[src/rtl/usc_pkg.sv]
// constants, field layout and carriers for the serial port control block
// assumes one 100 MHz clock and a baud enable at sixteen times the bit rate
//
// Contract
// - bit 7 picks frame format: clear 8-bit, set 9-bit
// - bit 6 always reads one, writes to it are ignored
// - 8-bit mode with check enabled: receive flag only when stop bit is one
// - 9-bit mode with check enabled: receive flag only when ninth bit is one
// - frames are accepted only while receive enable bit 4 is set
// - 9-bit mode sends bit 3 as ninth bit; unused in 8-bit mode
// - bit 2 takes stop bit (8-bit) or ninth bit (9-bit) on reception
// - transmit flag bit 1 sets at start of stop bit
// - transmit flag requests interrupt, only software clears it
// - receive flag bit 0 sets when accepted frame's stop bit is sampled
// - receive flag requests interrupt, only software clears it
// - control register sits at 0x98, all pages, bit addressable
// - data buffer write starts transmission, read returns receive latch
// - latch and bit 2 load only if receive flag clear, else frame dropped
// - 8-bit frame: start, eight data bits lsb first, stop
package usc_pkg;
    // ------------------------------------------------------------------
    // register map
    // ------------------------------------------------------------------
    localparam logic [7:0] USC_CTRL_ADDR  = 8'h98;
    localparam logic [7:0] USC_DATA_ADDR  = 8'h99;
    localparam logic [4:0] USC_BIT_BASE   = 5'h13;
    localparam logic [7:0] USC_CTRL_RST   = 8'h40;
    localparam logic [7:0] USC_CTRL_ONES  = 8'h40;
    localparam logic [7:0] USC_CTRL_WMASK = 8'hBF;
    localparam logic [7:0] USC_UNMAPPED   = 8'h00;

    localparam int USC_B_MODE = 7;
    localparam int USC_B_RSVD = 6;
    localparam int USC_B_MCE  = 5;
    localparam int USC_B_REN  = 4;
    localparam int USC_B_TB8  = 3;
    localparam int USC_B_RB8  = 2;
    localparam int USC_B_TI   = 1;
    localparam int USC_B_RI   = 0;

    // ------------------------------------------------------------------
    // timing in baud enable pulses, last data bit index, fifo width and depth
    // ------------------------------------------------------------------
    localparam logic [3:0] USC_OVS_LAST = 4'hF;
    localparam logic [3:0] USC_MID      = 4'h7;
    localparam logic [2:0] USC_LAST_BIT = 3'h7;
    localparam int         USC_FIFO_W   = 8;
    localparam int         USC_FIFO_D   = 4;

    // ------------------------------------------------------------------
    // carriers
    // ------------------------------------------------------------------
    typedef struct packed {
        logic [7:0] addr;
        logic       wr;
        logic       rd;
        logic [7:0] wdata;
        logic       bit_wr;
        logic [7:0] bit_addr;
        logic       bit_val;
    } usc_sfr_req_t;

    typedef enum logic [2:0] {
        USC_IDLE,
        USC_START,
        USC_DATA,
        USC_NINTH,
        USC_STOP
    } usc_state_t;
endpackage

[src/rtl/usc_fifo.sv]
// small flip-flop fifo with valid/ready on both sides
// assumes both sides on the same clock; ready is low while full
`timescale 1ns/100ps
module usc_fifo #(
    parameter int W = 8,
    parameter int D = 4
) (
    input  wire logic         clk_i,
    input  wire logic         rst_i,
    input  wire logic         in_valid_i,
    output logic              in_ready_o,
    input  wire logic [W-1:0] in_data_i,
    output logic              out_valid_o,
    input  wire logic         out_ready_i,
    output logic [W-1:0]      out_data_o
);
    localparam int AW = $clog2(D);

    logic [W-1:0]  mem_q [D];
    logic [AW-1:0] wr_ptr_q;
    logic [AW-1:0] rd_ptr_q;
    logic [AW:0]   cnt_q;
    logic          push;
    logic          pop;

    assign in_ready_o  = (cnt_q != (AW+1)'(D));
    assign out_valid_o = (cnt_q != '0);
    assign out_data_o  = mem_q[rd_ptr_q];
    assign push        = in_valid_i && in_ready_o;
    assign pop         = out_valid_o && out_ready_i;

    always_ff @(posedge clk_i) begin
        if (push) begin
            mem_q[wr_ptr_q] <= in_data_i;
        end
    end

    always_ff @(posedge clk_i) begin
        if (rst_i) begin
            wr_ptr_q <= '0;
            rd_ptr_q <= '0;
            cnt_q    <= '0;
        end else begin
            if (push) begin
                wr_ptr_q <= (wr_ptr_q == AW'(D-1)) ? '0 : wr_ptr_q + 1'b1;
            end
            if (pop) begin
                rd_ptr_q <= (rd_ptr_q == AW'(D-1)) ? '0 : rd_ptr_q + 1'b1;
            end
            if (push && !pop) begin
                cnt_q <= cnt_q + 1'b1;
            end else if (pop && !push) begin
                cnt_q <= cnt_q - 1'b1;
            end
        end
    end
endmodule // usc_fifo

[src/rtl/usc_top.sv]
// serial port control register with transmitter and receiver
// assumes sfr requests and baud enable from logic on clk_i; rx_i is a pin
`timescale 1ns/100ps
module usc_top (
    input  wire logic                  clk_i,
    input  wire logic                  rst_i,
    input  wire usc_pkg::usc_sfr_req_t sfr_req_i,
    output logic [7:0]                 sfr_rdata_o,
    input  wire logic                  baud_x16_i,
    input  wire logic                  rx_i,
    output logic                       tx_o,
    output logic                       irq_o,
    output logic                       tx_buf_full_o
);
    // ------------------------------------------------------------------
    // declarations
    // ------------------------------------------------------------------
    logic [7:0]          ctl_q;
    logic [7:0]          sw_we;
    logic [7:0]          sw_val;
    logic [7:0]          hw_we;
    logic [7:0]          hw_val;
    logic [7:0]          rdata_q;
    logic                irq_q;
    logic                full_q;
    logic                fifo_in_valid;
    logic                fifo_in_ready;
    logic                fifo_out_valid;
    logic                fifo_out_ready;
    logic [7:0]          fifo_out_data;
    usc_pkg::usc_state_t tx_state_q;
    logic [3:0]          tx_tick_q;
    logic [2:0]          tx_bit_q;
    logic [7:0]          tx_shift_q;
    logic                tx_q;
    logic                tx_done_q;
    logic                tx_bit_end;
    logic                rx_s1_q;
    logic                rx_s2_q;
    logic                rx_s3_q;
    usc_pkg::usc_state_t rx_state_q;
    logic [3:0]          rx_tick_q;
    logic [2:0]          rx_bit_q;
    logic [7:0]          rx_shift_q;
    logic                rx_ninth_q;
    logic [7:0]          rx_latch_q;
    logic                rx_load_q;
    logic                rx_rb8_q;
    logic                rx_samp;
    logic                rx_stop_samp;
    logic                rx_stop_bit;
    logic                rx_check_bit;
    logic                rx_accept;
    logic                mode9;

    assign mode9 = ctl_q[usc_pkg::USC_B_MODE];

    // ------------------------------------------------------------------
    // register access decode
    // ------------------------------------------------------------------
    always_comb begin
        sw_we  = 8'h00;
        sw_val = 8'h00;
        if (sfr_req_i.wr && sfr_req_i.addr == usc_pkg::USC_CTRL_ADDR) begin
            sw_we  = 8'hFF;
            sw_val = sfr_req_i.wdata;
        end else if (sfr_req_i.bit_wr
                     && sfr_req_i.bit_addr[7:3] == usc_pkg::USC_BIT_BASE) begin
            sw_we  = 8'h01 << sfr_req_i.bit_addr[2:0];
            sw_val = {8{sfr_req_i.bit_val}};
        end
    end

    always_comb begin
        hw_we                      = 8'h00;
        hw_val                     = 8'h00;
        hw_we[usc_pkg::USC_B_RB8]  = rx_load_q;
        hw_val[usc_pkg::USC_B_RB8] = rx_rb8_q;
        hw_we[usc_pkg::USC_B_TI]   = tx_done_q;
        hw_val[usc_pkg::USC_B_TI]  = 1'b1;
        hw_we[usc_pkg::USC_B_RI]   = rx_load_q;
        hw_val[usc_pkg::USC_B_RI]  = 1'b1;
    end

    // ------------------------------------------------------------------
    // control register, one flop per field
    // ------------------------------------------------------------------
    // hardware load beats a software write in the same cycle
    for (genvar i = 0; i < 8; i++) begin : g_ctl
        always_ff @(posedge clk_i) begin
            if (rst_i) begin
                ctl_q[i] <= usc_pkg::USC_CTRL_RST[i];
            end else if (hw_we[i]) begin
                ctl_q[i] <= hw_val[i];
            end else if (sw_we[i] && usc_pkg::USC_CTRL_WMASK[i]) begin
                ctl_q[i] <= sw_val[i];
            end
        end
    end

    always_ff @(posedge clk_i) begin
        if (rst_i) begin
            rdata_q <= usc_pkg::USC_UNMAPPED;
        end else if (sfr_req_i.rd) begin
            if (sfr_req_i.addr == usc_pkg::USC_CTRL_ADDR) begin
                rdata_q <= ctl_q | usc_pkg::USC_CTRL_ONES;
            end else if (sfr_req_i.addr == usc_pkg::USC_DATA_ADDR) begin
                rdata_q <= rx_latch_q;
            end else begin
                rdata_q <= usc_pkg::USC_UNMAPPED;
            end
        end
    end

    always_ff @(posedge clk_i) begin
        if (rst_i) begin
            irq_q  <= 1'b0;
            full_q <= 1'b0;
        end else begin
            irq_q  <= ctl_q[usc_pkg::USC_B_TI] | ctl_q[usc_pkg::USC_B_RI];
            full_q <= !fifo_in_ready;
        end
    end

    assign sfr_rdata_o   = rdata_q;
    assign irq_o         = irq_q;
    assign tx_buf_full_o = full_q;

    // ------------------------------------------------------------------
    // transmit path
    // ------------------------------------------------------------------
    // a write while the buffer is full is dropped; software polls full
    assign fifo_in_valid  = sfr_req_i.wr && sfr_req_i.addr == usc_pkg::USC_DATA_ADDR;
    assign fifo_out_ready = (tx_state_q == usc_pkg::USC_IDLE);
    assign tx_bit_end     = baud_x16_i && tx_tick_q == usc_pkg::USC_OVS_LAST;

    usc_fifo #(
        .W (usc_pkg::USC_FIFO_W),
        .D (usc_pkg::USC_FIFO_D)
    ) u_tx_fifo (
        .clk_i       (clk_i),
        .rst_i       (rst_i),
        .in_valid_i  (fifo_in_valid),
        .in_ready_o  (fifo_in_ready),
        .in_data_i   (sfr_req_i.wdata),
        .out_valid_o (fifo_out_valid),
        .out_ready_i (fifo_out_ready),
        .out_data_o  (fifo_out_data)
    );

    always_ff @(posedge clk_i) begin
        if (rst_i) begin
            tx_state_q <= usc_pkg::USC_IDLE;
            tx_tick_q  <= 4'h0;
            tx_bit_q   <= 3'h0;
            tx_shift_q <= 8'h00;
            tx_q       <= 1'b1;
            tx_done_q  <= 1'b0;
        end else begin
            tx_done_q <= 1'b0;
            if (baud_x16_i) begin
                tx_tick_q <= tx_tick_q + 4'h1;
            end
            case (tx_state_q)
                usc_pkg::USC_IDLE: begin
                    if (fifo_out_valid) begin
                        tx_state_q <= usc_pkg::USC_START;
                        tx_shift_q <= fifo_out_data;
                        tx_tick_q  <= 4'h0;
                        tx_bit_q   <= 3'h0;
                        tx_q       <= 1'b0;
                    end
                end
                usc_pkg::USC_START: begin
                    if (tx_bit_end) begin
                        tx_state_q <= usc_pkg::USC_DATA;
                        tx_q       <= tx_shift_q[0];
                    end
                end
                usc_pkg::USC_DATA: begin
                    if (tx_bit_end) begin
                        tx_shift_q <= tx_shift_q >> 1;
                        tx_bit_q   <= tx_bit_q + 3'h1;
                        if (tx_bit_q != usc_pkg::USC_LAST_BIT) begin
                            tx_q <= tx_shift_q[1];
                        end else if (mode9) begin
                            tx_state_q <= usc_pkg::USC_NINTH;
                            tx_q       <= ctl_q[usc_pkg::USC_B_TB8];
                        end else begin
                            tx_state_q <= usc_pkg::USC_STOP;
                            tx_q       <= 1'b1;
                            tx_done_q  <= 1'b1;
                        end
                    end
                end
                usc_pkg::USC_NINTH: begin
                    if (tx_bit_end) begin
                        tx_state_q <= usc_pkg::USC_STOP;
                        tx_q       <= 1'b1;
                        tx_done_q  <= 1'b1;
                    end
                end
                default: begin
                    if (tx_bit_end) begin
                        tx_state_q <= usc_pkg::USC_IDLE;
                    end
                end
            endcase
        end
    end

    assign tx_o = tx_q;

    // ------------------------------------------------------------------
    // receive path
    // ------------------------------------------------------------------
    always_ff @(posedge clk_i) begin
        if (rst_i) begin
            rx_s1_q <= 1'b1;
            rx_s2_q <= 1'b1;
            rx_s3_q <= 1'b1;
        end else begin
            rx_s1_q <= rx_i;
            rx_s2_q <= rx_s1_q;
            rx_s3_q <= rx_s2_q;
        end
    end

    // samples land mid-bit: start is checked at half a bit, then every bit
    assign rx_samp      = baud_x16_i && rx_tick_q == usc_pkg::USC_OVS_LAST;
    assign rx_stop_samp = rx_samp && rx_state_q == usc_pkg::USC_STOP;
    assign rx_stop_bit  = rx_s2_q;
    assign rx_check_bit = mode9 ? rx_ninth_q : rx_stop_bit;
    assign rx_accept    = !ctl_q[usc_pkg::USC_B_RI]
                          && (!ctl_q[usc_pkg::USC_B_MCE] || rx_check_bit);

    always_ff @(posedge clk_i) begin
        if (rst_i) begin
            rx_state_q <= usc_pkg::USC_IDLE;
            rx_tick_q  <= 4'h0;
            rx_bit_q   <= 3'h0;
            rx_shift_q <= 8'h00;
            rx_ninth_q <= 1'b0;
            rx_latch_q <= 8'h00;
            rx_load_q  <= 1'b0;
            rx_rb8_q   <= 1'b0;
        end else begin
            rx_load_q <= 1'b0;
            if (baud_x16_i) begin
                rx_tick_q <= rx_tick_q + 4'h1;
            end
            if (!ctl_q[usc_pkg::USC_B_REN]) begin
                rx_state_q <= usc_pkg::USC_IDLE;
            end else begin
                case (rx_state_q)
                    usc_pkg::USC_IDLE: begin
                        if (rx_s3_q && !rx_s2_q) begin
                            rx_state_q <= usc_pkg::USC_START;
                            rx_tick_q  <= 4'h0;
                            rx_bit_q   <= 3'h0;
                        end
                    end
                    usc_pkg::USC_START: begin
                        if (baud_x16_i && rx_tick_q == usc_pkg::USC_MID) begin
                            rx_tick_q  <= 4'h0;
                            rx_state_q <= rx_s2_q ? usc_pkg::USC_IDLE : usc_pkg::USC_DATA;
                        end
                    end
                    usc_pkg::USC_DATA: begin
                        if (rx_samp) begin
                            rx_shift_q <= {rx_s2_q, rx_shift_q[7:1]};
                            rx_bit_q   <= rx_bit_q + 3'h1;
                            if (rx_bit_q == usc_pkg::USC_LAST_BIT) begin
                                rx_state_q <= mode9 ? usc_pkg::USC_NINTH
                                                    : usc_pkg::USC_STOP;
                            end
                        end
                    end
                    usc_pkg::USC_NINTH: begin
                        if (rx_samp) begin
                            rx_ninth_q <= rx_s2_q;
                            rx_state_q <= usc_pkg::USC_STOP;
                        end
                    end
                    default: begin
                        if (rx_samp) begin
                            rx_state_q <= usc_pkg::USC_IDLE;
                            if (rx_accept) begin
                                rx_latch_q <= rx_shift_q;
                                rx_rb8_q   <= mode9 ? rx_ninth_q : rx_stop_bit;
                                rx_load_q  <= 1'b1;
                            end
                        end
                    end
                endcase
            end
        end
    end
endmodule // usc_top

[config.mk]
export PLATFORM = sky130hd
export DESIGN_NAME = usc_top
export DESIGN_NICKNAME = d
export VERILOG_FILES = /design/src/rtl/usc_pkg.sv /design/src/rtl/usc_fifo.sv /design/src/rtl/usc_top.sv
export SDC_FILE = /design/constraint.sdc
export NUM_CORES = 1
export LEC_CHECK = 0
export BUFFER_PORTS_ARGS = -buffer_cell sky130_fd_sc_hd__buf_2
export CORE_MARGIN = 2
export CORE_UTILIZATION = 30
export CTS_CLUSTER_SIZE = 25
export DETAILED_ROUTE_END_ITERATION = 10
export MAX_ROUTING_LAYER = met4
export PLACE_DENSITY_LB_ADDON = 0.05
export SLEW_MARGIN = 30
export SYNTH_ARGS = -nofsm -noshare
export SYNTH_HDL_FRONTEND = slang
export SYNTH_SLANG_ARGS = --single-unit
[constraint.sdc]
create_clock -name clk_i -period 4 [get_ports clk_i]
set_clock_uncertainty 0.1 [all_clocks]
set_input_delay 0.8 -clock clk_i [delete_from_list [all_inputs] [get_ports clk_i]]
set_output_delay 0.8 -clock clk_i [all_outputs]
set_load 0.005 [all_outputs]
* Yosys cells after proc, flatten, opt, wreduce, memory -nomap -nowiden
Memory sizes are Yosys's and may differ from the RTL's. A register that Yosys moved wholly into a read port is not among the register bits. Index checks and enable logic that the tools add are counted.
Storage, ports and cells: flip-flop bits (word level) 76, bits in writable memories 32, input port bits 32, memories kept 1
Operators by class: add/sub/neg operators 8, equality and inequality tests 27, shifts and indexed selects 1, multiplexer cells 67, bitwise logic cells 4, reductions and logical operators 42
Memories:
- u_tx_fifo.mem_q | words 4, width 8, read ports 1, clocked after memory_dff 1, wr ports 1, line usc_fifo.sv:19 | logic [W-1:0] mem_q [D];
Operator list (number):
- 8-bit 2-to-1 mux | 8
- 3-bit 2-to-1 mux | 19
- 4-bit 2-to-1 mux | 7
- 3-bit case mux with 4 select lines | 2
- 1-bit 2-to-1 mux | 20
- 2-bit != test (second input constant) | 9
- 8-bit equality test (second input constant) | 2
- 8-bit case mux with 2 select lines | 1
- 2-bit nonzero test | 7
- 3-bit by 2-bit equality test with 1-bit output (second input constant) | 4
- 1-bit logical AND | 12
- 3-bit case mux with 2 select lines | 2
- 6-bit AND reduction | 2
- 2-bit 2-to-1 mux | 5
- 3-bit by 1-bit adder with 3-bit output (second input constant) | 3
- 3-bit AND reduction | 3
- 4-bit by 1-bit adder with 4-bit output (second input constant) | 2
- 4-bit equality test (second input constant) | 2
- 4-bit case mux with 2 select lines | 1
- 4-bit AND reduction | 2
- 1-bit by 3-bit left shift with 8-bit output (first input constant) | 1
- 7-bit OR reduction | 1
- 3-bit by 1-bit equality test with 1-bit output (second input constant) | 2
- 1-bit logical NOT | 6
- other kinds (19) | 26

* Logic depth before layout (Yosys ltp)
depth in word-level cells 7, mapped depth 11

* By module
A second synthesis with hierarchy kept.
Unflattened totals: cells, all modules 438, area total of the unflattened synthesis 4895.9 µm²
Modules (own cells, without submodules):
- usc_top | instances 1, cells each 348, area an instance 3261.9 µm²
- usc_fifo | instances 1, cells each 90, area an instance 1634.1 µm²

* Least setup slack after synthesis
OpenSTA, ideal clock, no wires.
kind input port to flip-flop, from in sfr_req_i[21] in the netlist's numbering, to reg u_tx_fifo.cnt_q[2], library setup time 0.070 ns, arrival time 2.856 ns, required time 3.830 ns, setup slack 0.974 ns, cell stages on the path 8, path buffers 0, cell sequence or3b_4 a2111oi_4 ha_1 inv_1 fa_1 xor2_1 or3_1 a21oi_1
Between the ends: word-level cells in the longest chain between the ends 6
Ends and longest elaborated chain:
- start, declared | line usc_top.sv:7 | input wire usc_pkg::usc_sfr_req_t sfr_req_i,
- 8-bit equality test * | line usc_top.sv:133 | assign fifo_in_valid = sfr_req_i.wr && sfr_req_i.addr == usc_pkg::USC_DATA_ADDR;
- 1-bit logical AND * | line usc_top.sv:133
- 1-bit logical AND * | line usc_fifo.sv:29 | assign push = in_valid_i && in_ready_o;
- named net u_tx_fifo.push | line usc_fifo.sv:23 | logic push;
- 1-bit logical NOT | line usc_fifo.sv:52 | end else if (pop && !push) begin
- 1-bit logical AND | line usc_fifo.sv:52
- 2-bit nonzero test (no source line)
- end signal, assigned | line usc_fifo.sv:51 | cnt_q <= cnt_q + 1'b1;
- end signal, assigned | line usc_fifo.sv:53 | cnt_q <= cnt_q - 1'b1;
- end, declared | line usc_fifo.sv:22 | logic [AW:0] cnt_q;
Mark *: on every way through the listed nets, which the timed path passes. The rest lies on a longest branch. A chain may end at the register's enable or synchronous reset.

* Worst setup path in the final report
Same ends and word-level chain as after synthesis.

==> results.sh <==
export IMPL_final_cell_area_sq_um=5540
export IMPL_final_nets=514
export IMPL_ff2ff_setup_slack_ns=1.19
export IMPL_synthDistinctLibCells=59
export IMPL_run_status="finished, final reports clean"
export IMPL_cellLeakagePower_nw=2.05
export IMPL_clk_transition_reported_paths_ns=0.08
export IMPL_share_of_post_route_cells_with_drive_strength_above_1=0.188
export IMPL_final_common_cell="dfxtp_1"
export IMPL_worstPathArrival_ns=3.11
export IMPL_detailroute_via_count=3296
export IMPL_sequential_cell_area_fraction_in_the_yosys_report=0.520
export IMPL_effective_utilization_at_floorplan=0.306
export IMPL_drv_cap=0
export IMPL_synthArstFlopShare=0
export IMPL_drt_pre_antenna_iters=4
export IMPL_layout_cells_most_common_list="dfxtp_1 (78), nor2_1 (49), buf_2 (42)"
export IMPL_ir_worst_vdd_mv=0.201
export IMPL_switchingPower_w=0.000799
export IMPL_viasPerCell=4.78
export IMPL_flop_pwr_share=0.468
export IMPL_ctsHoldBuffers=0
export IMPL_path_max_fanout=7
export IMPL_finalHoldViolations=0
export IMPL_synth_edff_count=32
export IMPL_routed_wirelength_um=10600
export IMPL_grt_first_pass_wirelength_um=17400
export IMPL_critPathCapture="u_tx_fifo.cnt_q[2]"
export IMPL_clockBufferDepth=2
export IMPL_dominantRegCellSynth="dfxtp_1"
export IMPL_cts_root_buf="clkbuf_16"
export IMPL_grt_antenna_before_repair=0
export IMPL_start_kind="primary input"
export IMPL_finalMaxSlewViolations=0
export IMPL_worst_r2r_path_depth=9
export IMPL_wl_per_cell_um=15.4
export IMPL_first_global_vias=3150
export IMPL_critical_path_required_ns=4.17
export IMPL_min_delay_path_class="reg2reg"
export IMPL_timing_rr_end="u_tx_fifo.cnt_q[2]"
export IMPL_max_freq_mhz=340
export IMPL_num_fill_cells=1593
export IMPL_clock_sink_count=110
export IMPL_footprint_of_the_multi_input_gates_sq_um=2160
export IMPL_grt_max_degree=49
export IMPL_timing_final_crit_period_ns=2.94
export IMPL_synth_area_per_cell_sq_um=11.0
export IMPL_overflow=0
export IMPL_cells_resized_by_post_cts_repair=0
export IMPL_tritoncts_num_buffers=9
export IMPL_grt_total_usage=0.131
export IMPL_final_min_period_over_clock_period=0.735
export IMPL_die_height_um=131
export IMPL_post_route_drc_count=0
export IMPL_p_sw_frac=0.284
export IMPL_floorplan_core_area_sq_um=15800
export IMPL_critPathCaptureType="register"
export IMPL_clkLatencyLatePin_ns=0.34
export IMPL_synthesis_area_sq_um=4850
export IMPL_dieWidth_um=131
export IMPL_area_delta_synth_final_pct=14.2
export IMPL_final_core_util=0.350
export IMPL_rsz_0062_raised_after_global_routing="false"
export IMPL_place_congestion=0.757
export IMPL_starting_drc_count_in_detailed_routing=183
export IMPL_boundaryPins=43
export IMPL_fin_setup_tns_ns=0
export IMPL_path_class="in2reg"
export IMPL_detailed_place_area_sq_um=5220
export IMPL_die_area_sq_um=17200
export IMPL_syn_nets=486
export IMPL_place_port_buffers=42
export IMPL_tritoncts_clock_tree="built"
export IMPL_final_seq_area_sq_um=2520
export IMPL_finalSetupViolations=0
export IMPL_beginning_of_the_worst_register_to_register_path="u_tx_fifo.cnt_q[2]"
export IMPL_num_rows=46
export IMPL_relative_slew_slack=0.553
export IMPL_synth_seq_cells=110
export IMPL_worst_slew_pin_slew_ns=0.668
export IMPL_yosysWarnings=0
export IMPL_worst_setup_path_startpoint="sfr_req_i[21]"
export IMPL_p_int_w=0.00202
export IMPL_pwr_share_comb=0.191
export IMPL_postcts_setup_bufs=0
export IMPL_synthCells=441
export IMPL_cellPowerDensity_nw_per_um2=509
export IMPL_route_antenna_remaining_nets=0
export IMPL_place_detailed_hpwl_um=7450
export IMPL_diodes=0
export IMPL_cts_htree_levels=3
export IMPL_power_frac_clock=0.341
-- cells in the mapped netlist, types with 4 or more instances --
| cell type | n | area share |
|---|---|---|
| edfxtp_1 | 32 | 0.20 |
| mux4_2 | 8 | 0.037 |
| mux2i_1 | 39 | 0.081 |
| a21oi_1 | 24 | 0.025 |
| clkbuf_1 | 16 | 0.012 |
| nand4_1 | 7 | 0.0090 |
| nand2b_1 | 12 | 0.015 |
| nand3_1 | 11 | 0.011 |
| o21ai_0 | 12 | 0.012 |
| nor2_1 | 49 | 0.038 |
| and2_1 | 4 | 0.0052 |
| inv_1 | 10 | 0.0077 |
| a31oi_1 | 4 | 0.0052 |
| dfxtp_1 | 78 | 0.32 |
| mux2_2 | 7 | 0.016 |
| xor2_1 | 6 | 0.011 |
| nor3_1 | 13 | 0.013 |
| nor4_1 | 4 | 0.0052 |
| ha_1 | 12 | 0.031 |
| nand2_1 | 17 | 0.013 |
| buf_2 | 7 | 0.0072 |
| a211oi_1 | 7 | 0.011 |
| or2_2 | 4 | 0.0052 |
-- how the worst min path moves through the flow --
stage | start | cells after the start | to | slack [ns]
final | rx_s1_q | 1 | rx_s2_q | 0.33
after global routing | rx_s1_q | 1 | rx_s2_q | 0.36
after CTS | rx_s1_q | 1 | rx_s2_q | 0.33
after detailed placement | rx_s1_q | 1 | rx_s2_q | 0.30
after global placement | rx_s1_q | 1 | rx_s2_q | 0.30
after floorplan | rx_s1_q | 1 | rx_s2_q | 0.29
-- logic make-up after synthesis --
| kind of cell | Yosys count | share of synthesized area |
|---|---|---|
| buf+inv | 37 | 0.0351 |
| compound gates | 72 | 0.102 |
| fa+ha+maj | 13 | 0.0351 |
| simple gates | 147 | 0.159 |
| mux | 54 | 0.134 |
| flops | 110 | 0.520 |
| xor+xnor | 8 | 0.0145 |
-- routing by layer --
metal,vias up,part of all wire,wire length (um),track usage
li1,1663,-,-,-
met3,5,0.028,303,0.0332
met4,0,0.0071,76,0.0290
met1,1566,0.54,5690,0.189
met5,-,0,0,-
met2,62,0.43,4560,0.187
-- critical path, stage by stage --
cell       delay [ns]
buf_2            0.09
or3b_4           0.41
a2111oi_4        0.39
ha_1             0.28
inv_1            0.07
fa_1             0.43
xor2_1           0.18
or3_1            0.31
a21oi_1          0.16
-- state kept, by name, summed over array words and instances (netlist names), 2 cells and up, named ones only --
register	cells
tx_shift_q	8
u_tx_fifo.mem_q	32
rx_bit_q	3
tx_state_q	3
tx_tick_q	4
tx_bit_q	3
rx_state_q	3
ctl_q	6
rx_shift_q	8
u_tx_fifo.wr_ptr_q	2
rx_latch_q	8
u_tx_fifo.rd_ptr_q	2
sfr_rdata_o	8
u_tx_fifo.cnt_q	3
rx_tick_q	4
-- power by group through the flow --
stage	Combinational, W	Sequential (W)	Clock, W
after floorplan	0.000486	0.00129	0
final	0.000538	0.00132	0.000962
after detailed placement	0.000542	0.00135	0
after global routing	0.000604	0.00134	0.00105
after CTS	0.000545	0.00132	0.00101
after global placement	0.000533	0.00135	0
-- stage by stage --
step           worst slack, ns  instances  total power, W  hold WS (ns)
6_report                  1.06        690         0.00282         0.329
3_5_place_dp             0.678        674         0.00189         0.302
3_3_place_gp             0.778        674         0.00188         0.300
4_1_cts                   1.05        690         0.00287         0.326
2_1_floorplan            0.974        441         0.00177         0.289
5_1_grt                  0.901        690         0.00299         0.359
-- cell type report --
cell class                      count  share of cell area
Timing Repair Buffer               44              0.0407
Inverter                           10             0.00678
Multi-Input combinational cell    294               0.390
Clock buffer                        9              0.0407
Clock inverter                      7              0.0172
Tap cell                          216              0.0488
Sequential cell                   110               0.455
Note: power is estimated with default switching activity, not from simulation.
